--- config.mk ---
export PLATFORM = sky130hd
export DESIGN_NAME = scd_top
export DESIGN_NICKNAME = d
export VERILOG_FILES = /design/src/verilog/scd_pkg.sv /design/src/verilog/scd_buf2.sv /design/src/verilog/scd_ms_timer.sv /design/src/verilog/scd_top.sv
export SDC_FILE = /design/constraint.sdc
export NUM_CORES = 1
export LEC_CHECK = 0
export ABC_AREA = 1
export BUFFER_PORTS_ARGS = -buffer_cell sky130_fd_sc_hd__buf_4
export CELL_PAD_IN_SITES_DETAIL_PLACEMENT = 1
export CELL_PAD_IN_SITES_GLOBAL_PLACEMENT = 1
export CORE_AREA = 5 5 223 225
export DETAILED_ROUTE_END_ITERATION = 16
export DIE_AREA = 0 0 228 230
export PLACE_DENSITY = 0.86
export SETUP_SLACK_MARGIN = 0.05
export SYNTH_ARGS = -nofsm -noshare
export SYNTH_HDL_FRONTEND = slang
export SYNTH_SLANG_ARGS = --single-unit
export TNS_END_PERCENT = 100
--- constraint.sdc ---
create_clock -name clk -period 5.9 [get_ports clk]
set_clock_uncertainty 0.05 [all_clocks]
set_input_delay 1.18 -clock clk [delete_from_list [all_inputs] [get_ports clk]]
set_output_delay 1.18 -clock clk [all_outputs]
set_load 0.05 [all_outputs]
--- src/verilog/scd_pkg.sv ---
// Purpose: Shared constants and types for the copy engine and millisecond timer
// Assumes: 125 MHz clock, byte-wide special-function register port
// Notes: All offsets, field positions, reset values and timing counts live here
package scd_pkg;
	// Special-function register addresses
	localparam logic [7:0] SFR_INDEX = 8'h9b;
	localparam logic [7:0] SFR_DATA = 8'h9c;
	localparam logic [7:0] SFR_STATUS = 8'h94;
	// Internal register indices
	localparam logic [7:0] IDX_CSR = 8'h00;
	localparam logic [7:0] IDX_SRC = 8'h02;
	localparam logic [7:0] IDX_TGT = 8'h06;
	localparam logic [7:0] IDX_CNT = 8'h0a;
	localparam logic [7:0] IDX_TMR = 8'h0c;
	localparam logic [7:0] IDX_LAST = 8'h0f;
	localparam logic [7:0] IDX_ABORT = 8'hff;
	// Command/status field positions
	localparam int CSR_GO = 0;
	localparam int CSR_FS = 1;
	localparam int CSR_ERR = 2;
	localparam int CSR_SOURCE_IN_RX_RING = 4;
	localparam int CSR_TARGET_IN_TX_RING = 5;
	localparam int CSR_IE = 7;
	// Timer register field positions and reset value
	localparam int TMR_RUN = 12;
	localparam int TMR_CLR = 13;
	localparam int TMR_IE = 15;
	localparam logic [15:0] TMR_RESET = 16'h0001;
	localparam logic [15:0] TMR_WMASK = 16'hf3ff;
	// Status register field positions
	localparam int ST_DONE = 0;
	localparam int ST_TO = 1;
	// Timing
	localparam int CLK_PERIOD_NS = 8;
	localparam int MS_TIME_NS = 1000000;
	localparam int MS_CYCLES = MS_TIME_NS / CLK_PERIOD_NS;
	localparam int CHUNK_BYTES = 128;
	localparam int GAP_CYCLES = 16;
	localparam logic [10:0] TMR_MAX = 11'h0400;

	typedef enum logic [5:0] {
		ST_IDLE = 6'b00_0001,
		ST_CHECK = 6'b00_0010,
		ST_RD = 6'b00_0100,
		ST_WR = 6'b00_1000,
		ST_GAP = 6'b01_0000,
		ST_ERR = 6'b10_0000
	} scd_state_t;

	// Memory request bundle toward the arbiter
	typedef struct packed {
		logic req;
		logic we;
		logic [23:0] addr;
		logic [7:0] wdata;
	} scd_mem_t;

	typedef struct packed {
		scd_state_t state;
		logic [7:0] idx;
		logic [31:0] gather;
		logic [1:0] gcnt;
		logic [1:0] rptr;
		logic go;
		logic fs;
		logic err;
		logic source_in_rx_ring;
		logic target_in_tx_ring;
		logic done_ie;
		logic [23:0] src;
		logic [23:0] tgt;
		logic [15:0] cnt;
		logic [23:0] cur_src;
		logic [23:0] cur_tgt;
		logic [15:0] remain;
		logic [7:0] chunk;
		logic [15:0] gap;
		logic [15:0] tmr;
		logic done_flag;
		logic to_flag;
		logic [7:0] rdata;
		logic irq;
		scd_mem_t mem;
	} scd_top_st_t;

	typedef struct packed {
		logic [31:0] pre;
		logic [10:0] cnt;
		logic hit;
	} scd_tmr_st_t;
endpackage

--- src/verilog/scd_buf2.sv ---
// Purpose: Two-entry byte buffer between the read and write halves of a copy
// Assumes: Single clock; flush drops any held entries
// Notes: Ready and valid on both sides; full and empty are exact
module scd_buf2 #(
	parameter int W = 8
) (
	input wire logic clk,
	input wire logic reset_n,
	input wire logic flush,
	input wire logic in_valid,
	output logic in_ready,
	input wire logic [W-1:0] in_data,
	output logic out_valid,
	input wire logic out_ready,
	output logic [W-1:0] out_data
);
	typedef struct packed {
		logic [1:0][W-1:0] mem;
		logic wp;
		logic rp;
		logic [1:0] count;
	} scd_buf_st_t;

	scd_buf_st_t s_q, s_d;
	logic push, pop;

	// Exact full and empty from the occupancy count
	assign in_ready = (s_q.count != 2'd2);
	assign out_valid = (s_q.count != 2'd0);
	assign out_data = s_q.mem[s_q.rp];
	assign push = in_valid && in_ready;
	assign pop = out_valid && out_ready;

	// Pointer and occupancy update
	always_comb begin
		s_d = s_q;
		if (push) begin
			s_d.mem[s_q.wp] = in_data;
			s_d.wp = ~s_q.wp;
		end
		if (pop)
			s_d.rp = ~s_q.rp;
		if (push && !pop)
			s_d.count = s_q.count + 2'd1;
		else if (pop && !push)
			s_d.count = s_q.count - 2'd1;
		if (flush) begin
			s_d.wp = 1'b0;
			s_d.rp = 1'b0;
			s_d.count = 2'd0;
		end
	end

	always_ff @(posedge clk or negedge reset_n) begin
		if (!reset_n)
			s_q <= '0;
		else
			s_q <= s_d;
	end
endmodule

--- src/verilog/scd_ms_timer.sv ---
// Purpose: Millisecond tick counter with programmable wrap point
// Assumes: CYC_PER_MS clock cycles make one millisecond
// Notes: A limit of zero is taken as the maximum span
module scd_ms_timer #(
	parameter int CYC_PER_MS = scd_pkg::MS_CYCLES
) (
	input wire logic clk,
	input wire logic reset_n,
	input wire logic run,
	input wire logic clear,
	input wire logic [9:0] limit,
	output logic hit
);
	scd_pkg::scd_tmr_st_t s_q, s_d;
	logic [10:0] lim;
	logic [10:0] nxt;

	assign hit = s_q.hit;
	assign lim = (limit == 10'h000) ? scd_pkg::TMR_MAX : {1'b0, limit};
	assign nxt = s_q.cnt + 11'd1;

	// Prescale to one millisecond, then count and wrap at the limit
	always_comb begin
		s_d = s_q;
		s_d.hit = 1'b0;
		if (clear) begin
			s_d.pre = '0;
			s_d.cnt = '0;
		end else if (run) begin
			if (s_q.pre == 32'(CYC_PER_MS - 1)) begin
				s_d.pre = '0;
				if (nxt >= lim) begin
					s_d.cnt = '0;
					s_d.hit = 1'b1;
				end else begin
					s_d.cnt = nxt;
				end
			end else begin
				s_d.pre = s_q.pre + 32'd1;
			end
		end
	end

	always_ff @(posedge clk or negedge reset_n) begin
		if (!reset_n)
			s_q <= '0;
		else
			s_q <= s_d;
	end
endmodule

--- src/verilog/scd_top.sv ---
// Purpose: Block copy engine in data memory with a millisecond timer
// Assumes: Byte-wide special-function port; one-request arbiter port
// Notes: Internal registers are reached through index and data registers
// How it works
// - Timeout flag set on wrap, read clears
// - Index write, then data reads LSB first
// - Data bytes gathered, committed by index write
// - Indices 00,02,06,0A,0C select internal registers
// - Run bit starts copy, self-clears, ignores zero
// - Force stop aborts, clears itself and run
// - Error on zero count, equal or overlap
// - Error when ring address lies outside ring
// - Source follows receive ring with wrap
// - Target follows transmit ring with wrap
// - Completion raises shared interrupt when enabled
// - Start addresses held as 24-bit bytes
// - Copy split into chunks of 128 bytes
// - Timer ticks per millisecond, wraps at timeout
// - Timeout raises shared interrupt when enabled
// - Timer counts only while run bit set
// - Timer clear bit zeroes counter, self-clears
// - Index 0x00-0x0f selects, 0xff aborts
// - Done flag set on completion, read clears
// - Non-ring copies step addresses linearly
module scd_top #(
	parameter int CYC_PER_MS = scd_pkg::MS_CYCLES,
	parameter int GAP_CYC = scd_pkg::GAP_CYCLES
) (
	input wire logic clk,
	input wire logic reset_n,
	input wire logic sfr_wr,
	input wire logic sfr_rd,
	input wire logic [7:0] sfr_addr,
	input wire logic [7:0] sfr_wdata,
	output logic [7:0] sfr_rdata,
	input wire logic [15:0] rx_ring_start_page,
	input wire logic [15:0] rx_ring_end_page,
	input wire logic [15:0] tx_ring_start_page,
	input wire logic [15:0] tx_ring_end_page,
	output logic mem_req,
	output logic mem_we,
	output logic [23:0] mem_addr,
	output logic [7:0] mem_wdata,
	input wire logic mem_ack,
	input wire logic [7:0] mem_rdata,
	output logic shared_irq_line
);
	scd_pkg::scd_top_st_t s_q, s_d;
	logic tmr_hit;
	logic buf_in_valid, buf_in_ready, buf_out_valid, buf_out_ready, buf_flush;
	logic [7:0] buf_out_data;
	logic [24:0] src_end, tgt_end;
	logic bad_range, bad_ring;
	logic [31:0] rd_view;

	// Every output straight from the state register
	assign sfr_rdata = s_q.rdata;
	assign mem_req = s_q.mem.req;
	assign mem_we = s_q.mem.we;
	assign mem_addr = s_q.mem.addr;
	assign mem_wdata = s_q.mem.wdata;
	assign shared_irq_line = s_q.irq;

	// Read data is parked in the buffer so a slow write grant loses nothing
	assign buf_in_valid = (s_q.state == scd_pkg::ST_RD) && s_q.mem.req && mem_ack;
	assign buf_out_ready = (s_q.state == scd_pkg::ST_WR) && s_q.mem.req && mem_ack;
	assign buf_flush = s_q.fs && !s_q.mem.req;

	scd_buf2 #(
		.W(8)
	) u_buf (
		.clk(clk),
		.reset_n(reset_n),
		.flush(buf_flush),
		.in_valid(buf_in_valid),
		.in_ready(buf_in_ready),
		.in_data(mem_rdata),
		.out_valid(buf_out_valid),
		.out_ready(buf_out_ready),
		.out_data(buf_out_data)
	);

	scd_ms_timer #(
		.CYC_PER_MS(CYC_PER_MS)
	) u_tmr (
		.clk(clk),
		.reset_n(reset_n),
		.run(s_q.tmr[scd_pkg::TMR_RUN]),
		.clear(s_q.tmr[scd_pkg::TMR_CLR]),
		.limit(s_q.tmr[9:0]),
		.hit(tmr_hit)
	);

	// Range checks done once before the first byte moves
	assign src_end = {1'b0, s_q.src} + {9'h000, s_q.cnt};
	assign tgt_end = {1'b0, s_q.tgt} + {9'h000, s_q.cnt};
	assign bad_range = (s_q.cnt == 16'h0000) || (s_q.tgt == s_q.src)
		|| (({1'b0, s_q.tgt} < src_end) && ({1'b0, s_q.src} < tgt_end));
	assign bad_ring = (s_q.source_in_rx_ring && ((s_q.src[23:8] < rx_ring_start_page)
		|| (s_q.src[23:8] > rx_ring_end_page)))
		|| (s_q.target_in_tx_ring && ((s_q.tgt[23:8] < tx_ring_start_page)
		|| (s_q.tgt[23:8] > tx_ring_end_page)));

	// Byte view of the register chosen by the index, for LSB-first reads
	always_comb begin
		rd_view = 32'h0000_0000;
		case (s_q.idx)
			scd_pkg::IDX_CSR: rd_view = {24'h00_0000, s_q.done_ie, 1'b0, s_q.target_in_tx_ring, s_q.source_in_rx_ring,
				1'b0, s_q.err, s_q.fs, s_q.go};
			scd_pkg::IDX_SRC: rd_view = {8'h00, s_q.src};
			scd_pkg::IDX_TGT: rd_view = {8'h00, s_q.tgt};
			scd_pkg::IDX_CNT: rd_view = {16'h0000, s_q.cnt};
			scd_pkg::IDX_TMR: rd_view = {16'h0000, s_q.tmr};
			default: rd_view = 32'h0000_0000;
		endcase
	end

	// Next address: linear, or wrap to the first ring page past the last one
	function automatic logic [23:0] step(input logic [23:0] a, input logic ring,
		input logic [15:0] sp, input logic [15:0] ep);
		if (ring && (a[7:0] == 8'hff) && (a[23:8] == ep))
			step = {sp, 8'h00};
		else
			step = a + 24'h00_0001;
	endfunction

	// Engine, register access and flags in one next-state process
	always_comb begin
		s_d = s_q;
		s_d.tmr[scd_pkg::TMR_CLR] = 1'b0;
		case (s_q.state)
			scd_pkg::ST_CHECK: begin
				if (bad_range || bad_ring) begin
					s_d.err = 1'b1;
					s_d.state = scd_pkg::ST_ERR;
				end else begin
					s_d.cur_src = s_q.src;
					s_d.cur_tgt = s_q.tgt;
					s_d.remain = s_q.cnt;
					s_d.chunk = 8'h00;
					s_d.state = scd_pkg::ST_RD;
				end
			end
			scd_pkg::ST_RD: begin
				if (!s_q.mem.req && buf_in_ready && !s_q.fs) begin
					s_d.mem.req = 1'b1;
					s_d.mem.we = 1'b0;
					s_d.mem.addr = s_q.cur_src;
				end else if (s_q.mem.req && mem_ack) begin
					s_d.mem.req = 1'b0;
					s_d.cur_src = step(s_q.cur_src, s_q.source_in_rx_ring, rx_ring_start_page,
						rx_ring_end_page);
					s_d.state = scd_pkg::ST_WR;
				end
			end
			scd_pkg::ST_WR: begin
				if (!s_q.mem.req && buf_out_valid && !s_q.fs) begin
					s_d.mem.req = 1'b1;
					s_d.mem.we = 1'b1;
					s_d.mem.addr = s_q.cur_tgt;
					s_d.mem.wdata = buf_out_data;
				end else if (s_q.mem.req && mem_ack) begin
					s_d.mem.req = 1'b0;
					s_d.mem.we = 1'b0;
					s_d.cur_tgt = step(s_q.cur_tgt, s_q.target_in_tx_ring, tx_ring_start_page,
						tx_ring_end_page);
					s_d.remain = s_q.remain - 16'h0001;
					s_d.chunk = s_q.chunk + 8'h01;
					if (s_q.remain == 16'h0001) begin
						s_d.go = 1'b0;
						s_d.source_in_rx_ring = 1'b0;
						s_d.target_in_tx_ring = 1'b0;
						s_d.done_flag = 1'b1;
						s_d.state = scd_pkg::ST_IDLE;
					end else if (s_q.chunk == 8'(scd_pkg::CHUNK_BYTES - 1)) begin
						s_d.chunk = 8'h00;
						s_d.gap = 16'(GAP_CYC);
						s_d.state = scd_pkg::ST_GAP;
					end else begin
						s_d.state = scd_pkg::ST_RD;
					end
				end
			end
			scd_pkg::ST_GAP: begin
				if (s_q.gap == 16'h0000)
					s_d.state = scd_pkg::ST_RD;
				else
					s_d.gap = s_q.gap - 16'h0001;
			end
			default: begin
			end
		endcase
		// Stop only with no access in flight, so the arbiter never sees a dropped request
		if (s_q.fs && !s_q.mem.req) begin
			s_d.go = 1'b0;
			s_d.fs = 1'b0;
			s_d.source_in_rx_ring = 1'b0;
			s_d.target_in_tx_ring = 1'b0;
			s_d.state = scd_pkg::ST_IDLE;
		end
		// Status read clears flags first so a same-cycle event still lands
		if (sfr_rd && (sfr_addr == scd_pkg::SFR_STATUS)) begin
			s_d.rdata = {6'h00, s_q.to_flag, s_q.done_flag};
			s_d.to_flag = 1'b0;
			s_d.done_flag = 1'b0;
		end else if (sfr_rd && (sfr_addr == scd_pkg::SFR_DATA)) begin
			s_d.rdata = rd_view[s_q.rptr*8 +: 8];
			if (s_q.rptr != 2'd3)
				s_d.rptr = s_q.rptr + 2'd1;
			if (s_q.idx == scd_pkg::IDX_CSR)
				s_d.err = 1'b0;
		end else if (sfr_rd) begin
			s_d.rdata = 8'h00;
		end
		if (tmr_hit)
			s_d.to_flag = 1'b1;
		if (s_q.state == scd_pkg::ST_WR && s_q.mem.req && mem_ack && s_q.remain == 16'h0001)
			s_d.done_flag = 1'b1;
		// Data writes gather bytes LSB first
		if (sfr_wr && (sfr_addr == scd_pkg::SFR_DATA)) begin
			s_d.gather[s_q.gcnt*8 +: 8] = sfr_wdata;
			if (s_q.gcnt != 2'd3)
				s_d.gcnt = s_q.gcnt + 2'd1;
		end else if (sfr_wr && (sfr_addr == scd_pkg::SFR_INDEX)) begin
			s_d.idx = sfr_wdata;
			s_d.rptr = 2'd0;
			s_d.gcnt = 2'd0;
			if (sfr_wdata == scd_pkg::IDX_ABORT) begin
				// A pending stop is not raised again, so the stop edge always clears it
				if (s_q.go && !s_q.fs)
					s_d.fs = 1'b1;
			end else if (s_q.gcnt != 2'd0 && sfr_wdata <= scd_pkg::IDX_LAST) begin
				// An index write with no gathered bytes only selects for reading
				case (sfr_wdata)
					scd_pkg::IDX_CSR: begin
						s_d.done_ie = s_q.gather[scd_pkg::CSR_IE];
						if (s_q.gather[scd_pkg::CSR_GO] && !s_q.go) begin
							s_d.go = 1'b1;
							s_d.source_in_rx_ring = s_q.gather[scd_pkg::CSR_SOURCE_IN_RX_RING];
							s_d.target_in_tx_ring = s_q.gather[scd_pkg::CSR_TARGET_IN_TX_RING];
							s_d.state = scd_pkg::ST_CHECK;
						end
						if (s_q.gather[scd_pkg::CSR_FS] && s_q.go && !s_q.fs)
							s_d.fs = 1'b1;
					end
					scd_pkg::IDX_SRC: s_d.src = s_q.gather[23:0];
					scd_pkg::IDX_TGT: s_d.tgt = s_q.gather[23:0];
					scd_pkg::IDX_CNT: s_d.cnt = s_q.gather[15:0];
					scd_pkg::IDX_TMR: s_d.tmr = s_q.gather[15:0] & scd_pkg::TMR_WMASK;
					default: begin
					end
				endcase
			end
		end
		// Shared line follows the enabled flags as they will stand next cycle
		s_d.irq = (s_d.done_flag && s_d.done_ie)
			|| (s_d.to_flag && s_d.tmr[scd_pkg::TMR_IE]);
	end

	always_ff @(posedge clk or negedge reset_n) begin
		if (!reset_n) begin
			s_q <= '0;
			s_q.state <= scd_pkg::ST_IDLE;
			s_q.tmr <= scd_pkg::TMR_RESET;
		end else begin
			s_q <= s_d;
		end
	end
endmodule

==> reports/summary.md <==
At the worst endpoint, the arrival time is 5.41 ns. The antenna violation net count after detailed routing was 0; the effective utilization at floorplan was 0.4972. TritonCTS built the clock tree. Count of pins on the block boundary: 136.

The worst setup path is launched from a flop. The chip width is 228 um, and the final sum of negative setup slack is 0 ns. The core region is 47350 um2. For the number of cell rows, the log shows 80. Setup repair after global routing left no endpoint under its margin. The number of flip-flops and latches in the synthesized netlist is 323. The logs give 0.94 ns for the register-to-register path setup slack and 52440 um2 for the die outline area. Total routing resource utilization after global routing: 0.3299. The most frequent standard cell in the layout excluding fill and tap cells is sky130_fd_sc_hd__nand2_1. Global routing finished with a remaining overflow of 0. The post-CTS repair timing setup buffer count was 0.

The flow ran to the end, and the final reports show no timing, DRC or antenna violations. The static leakage is 12.92 nW, and the number of buffers between clock root and the deepest sink is 3. The tools report the register area share after synthesis as 0.3434.

The number of max-slew violations in the final report was 0; the measured slew at the worst slew-check pin was 1.223 ns. For this run, the leading register cell type out of synthesis is sky130_fd_sc_hd__dfrtp_1. In the final routed layout, each cell accounts on average for 22.35 um. The H-tree was split into 2 levels. The tightest min-delay check is of the reg2reg type.

For this design the ratio of total power to cell area is 191.6 nW/um2. Summing every instance area after synthesis gives 23540 um2. Maximum ir drop on the vdd rail: 0.2057 mV. For the total number of vias, the log shows 23520. After detailed routing, the number of vias per cell comes to 5.949. Max-cap violations in this run came to 0. In this run the worst path has a maximum fanout of 48.

The final number of hold-violating endpoints was 0; the post-detailed-placement half-perimeter wirelength was 66600 um. The number of nets handed over by synthesis was 3521. The detailed router finished its first iteration with 1722 violations.

The tree is rooted in a sky130_fd_sc_hd__clkbuf_16. The area overhead of the layout relative to synthesis is 10.32%, and the detailed-route DRC error count is 0. The share of async-settable or async-resettable flops after synthesis is 1.000, and the sum of routed wire length over all layers is 88370 um.

The headroom to the max-slew limit is 0.1784. For the post-route total power, the log shows 4.977 mW. The final-layout worst hold slack is 0.4251 ns, and the number of nets in the layout is 3568. The logs give 24610 for the number of global-route vias before repair and 139 for the largest net degree at the start of global routing. The final worst-path cycle share is 0.8415. STA puts the critical path data required time at 6.35 ns. The first global-routing pass estimated 139100 um of wire. Leaving out fill and tap cells, the most frequent cells in the layout are sky130_fd_sc_hd__nand2_1 (876), sky130_fd_sc_hd__inv_1 (376), sky130_fd_sc_hd__dfrtp_1 (321), sky130_fd_sc_hd__o21ai_0 (245), sky130_fd_sc_hd__nor2_1 (230). Synthesis produced a netlist whose cell count is 3262. The critical path is of the reg2reg type. Setup violations remaining at the end of the flow were counted as 0.

Yosys printed 0 warnings. For the clock network latency to the later pin of the worst-skew pair, the log shows 0.57 ns. The repair_antennas step left the layout with diodes totalling 0.

Element type at the critical path end: a flop. The logs give 323 for the number of sinks driven by the clock tree and 0.5485 for the utilization of the core after routing. Based on the critical path, the design can be clocked at up to 0.2014 GHz. In this run, post-CTS hold repair placed 0 buffers.

The fraction of layout instances using a drive strength above 1 works out to 0.08715. The first-pass iteration count of the detailed router was 5; the number of filler cells placed in the layout was 6115. A synthesized cell averages 7.217 um2. Measured along the y axis, the die boundary spans 230 um. Number of antenna violations at the first check in global routing: 0.

The run gives 0.9663 as the last weighted congestion value of the routability-driven placer. The routed design could run at a clock period as short as 4.965 ns. Port buffering added 135 buffers.

The netlist uses 63 different library cells. Once the clock tree was built, the resizer swapped 0 gates to a different size. Count of flip-flops with a built-in enable after synthesis: 0. The number of clock buffers inserted by TritonCTS was 40. Clock-pin slew was measured on the worst setup and hold paths at 0.06 ns.
[metal layers]
layer	up-vias	global-route usage	share of wire	wire (um)
li1	10870	-	-	-
met1	11670	0.4170	0.41	36350
met2	777	0.5707	0.48	42800
met3	201	0.04083	0.055	4880
met4	0	0.1446	0.049	4343
met5	-	0	0	0
[cell usage after synthesis, drive strengths merged (20+ instances only)]
cell type / n / area, um2
a22oi: 35 / 262.8
inv: 386 / 1449
a21oi: 128 / 648.1
nand3: 213 / 1081
nor3: 62 / 325.3
ha: 164 / 2052
o31ai: 21 / 157.7
nor4: 32 / 236.5
clkbuf: 62 / 235.2
a31oi: 26 / 162.7
buf: 95 / 646.9
nor2: 240 / 940.9
dfrtp: 321 / 8033
xor2: 68 / 595.6
xnor2: 52 / 455.4
o22ai: 20 / 125.1
nand2: 882 / 3336
o21ai: 265 / 1353
nand4: 83 / 531.8
[sequential cells by signal (all words and copies together) (netlist names)]
signal           flops
mem_addr            24
mem_req              1
mem_wdata            8
mem_we               1
s_q                216
sfr_rdata            8
shared_irq_line      1
u_buf.s_q           20
u_tmr.hit            1
u_tmr.s_q           43
[metrics by stage]
step                      worst slack, ns  cells  instance area, um2
after detailed placement            1.157   3882               24680
after global placement              1.222   3882               24680
after global routing               0.6336   3954               25970
after CTS                           1.089   3954               25970
after floorplan                     2.234   3262               23540
final                              0.9354   3954               25970
[final cells by class]
cell class | count | area (um2) | share of cell area
multi-input cells | 2394 | 13120 | 0.5053
inverters | 388 | 1456 | 0.05608
clock inverters | 10 | 61.31 | 0.002361
repair buffers | 162 | 1249 | 0.04808
flip-flops and latches | 323 | 8085 | 0.3113
clock buffers | 62 | 1225 | 0.04717
well taps | 615 | 769.5 | 0.02963
[report_power, final]
part           internal (mW)  total [mW]  switching [mW]
combinational         0.0896       0.280           0.190
sequential              2.23        2.24          0.0112
clock                   1.43        2.46            1.03
[kinds of logic after synthesis]
group | synth area share
and+or+nand+nor | 0.2815
AOI/OAI and AO/OA | 0.1383
buffers and inverters | 0.09934
DFF | 0.3434
adders and majority gates | 0.08887
xor gates and xnor gates | 0.04465
muxes | 0.003827
[worst max-delay path: stages, from the launching register on]
cell and delay (ns):
sky130_fd_sc_hd__dfrtp_1 0.48, sky130_fd_sc_hd__ha_1 0.42, sky130_fd_sc_hd__a21oi_1 0.31, sky130_fd_sc_hd__nand3_1 0.18, sky130_fd_sc_hd__a31oi_1 0.31, sky130_fd_sc_hd__o21ai_0 0.23
sky130_fd_sc_hd__a21boi_0 0.43, sky130_fd_sc_hd__o21bai_1 0.14, sky130_fd_sc_hd__xnor2_1 0.22, sky130_fd_sc_hd__ha_1 0.27, sky130_fd_sc_hd__nand2_1 0.08, sky130_fd_sc_hd__inv_1 0.04
sky130_fd_sc_hd__nand3_1 0.08, sky130_fd_sc_hd__inv_1 0.05, sky130_fd_sc_hd__a21oi_1 0.15, sky130_fd_sc_hd__nand2_1 0.10, sky130_fd_sc_hd__nand2_1 0.10, sky130_fd_sc_hd__nand4_2 0.12
sky130_fd_sc_hd__nand3_2 0.10, sky130_fd_sc_hd__nand2_4 0.20, sky130_fd_sc_hd__nand2_4 0.55, sky130_fd_sc_hd__nand2_1 0.13, sky130_fd_sc_hd__nand2_1 0.10
[final timing paths]
check / from / end / cells after the start
max: s_q[169] / s_q[82] / 22
min: u_tmr.hit / s_q[43] / 1
max reg2reg: s_q[169] / s_q[82] / 22
min reg2reg: u_tmr.hit / s_q[43] / 1
max in group asynchronous: reset_n / u_buf.s_q[0] / 2
min in group asynchronous: reset_n / s_q[243] / 1
Note: power is estimated with default switching activity, not from simulation.
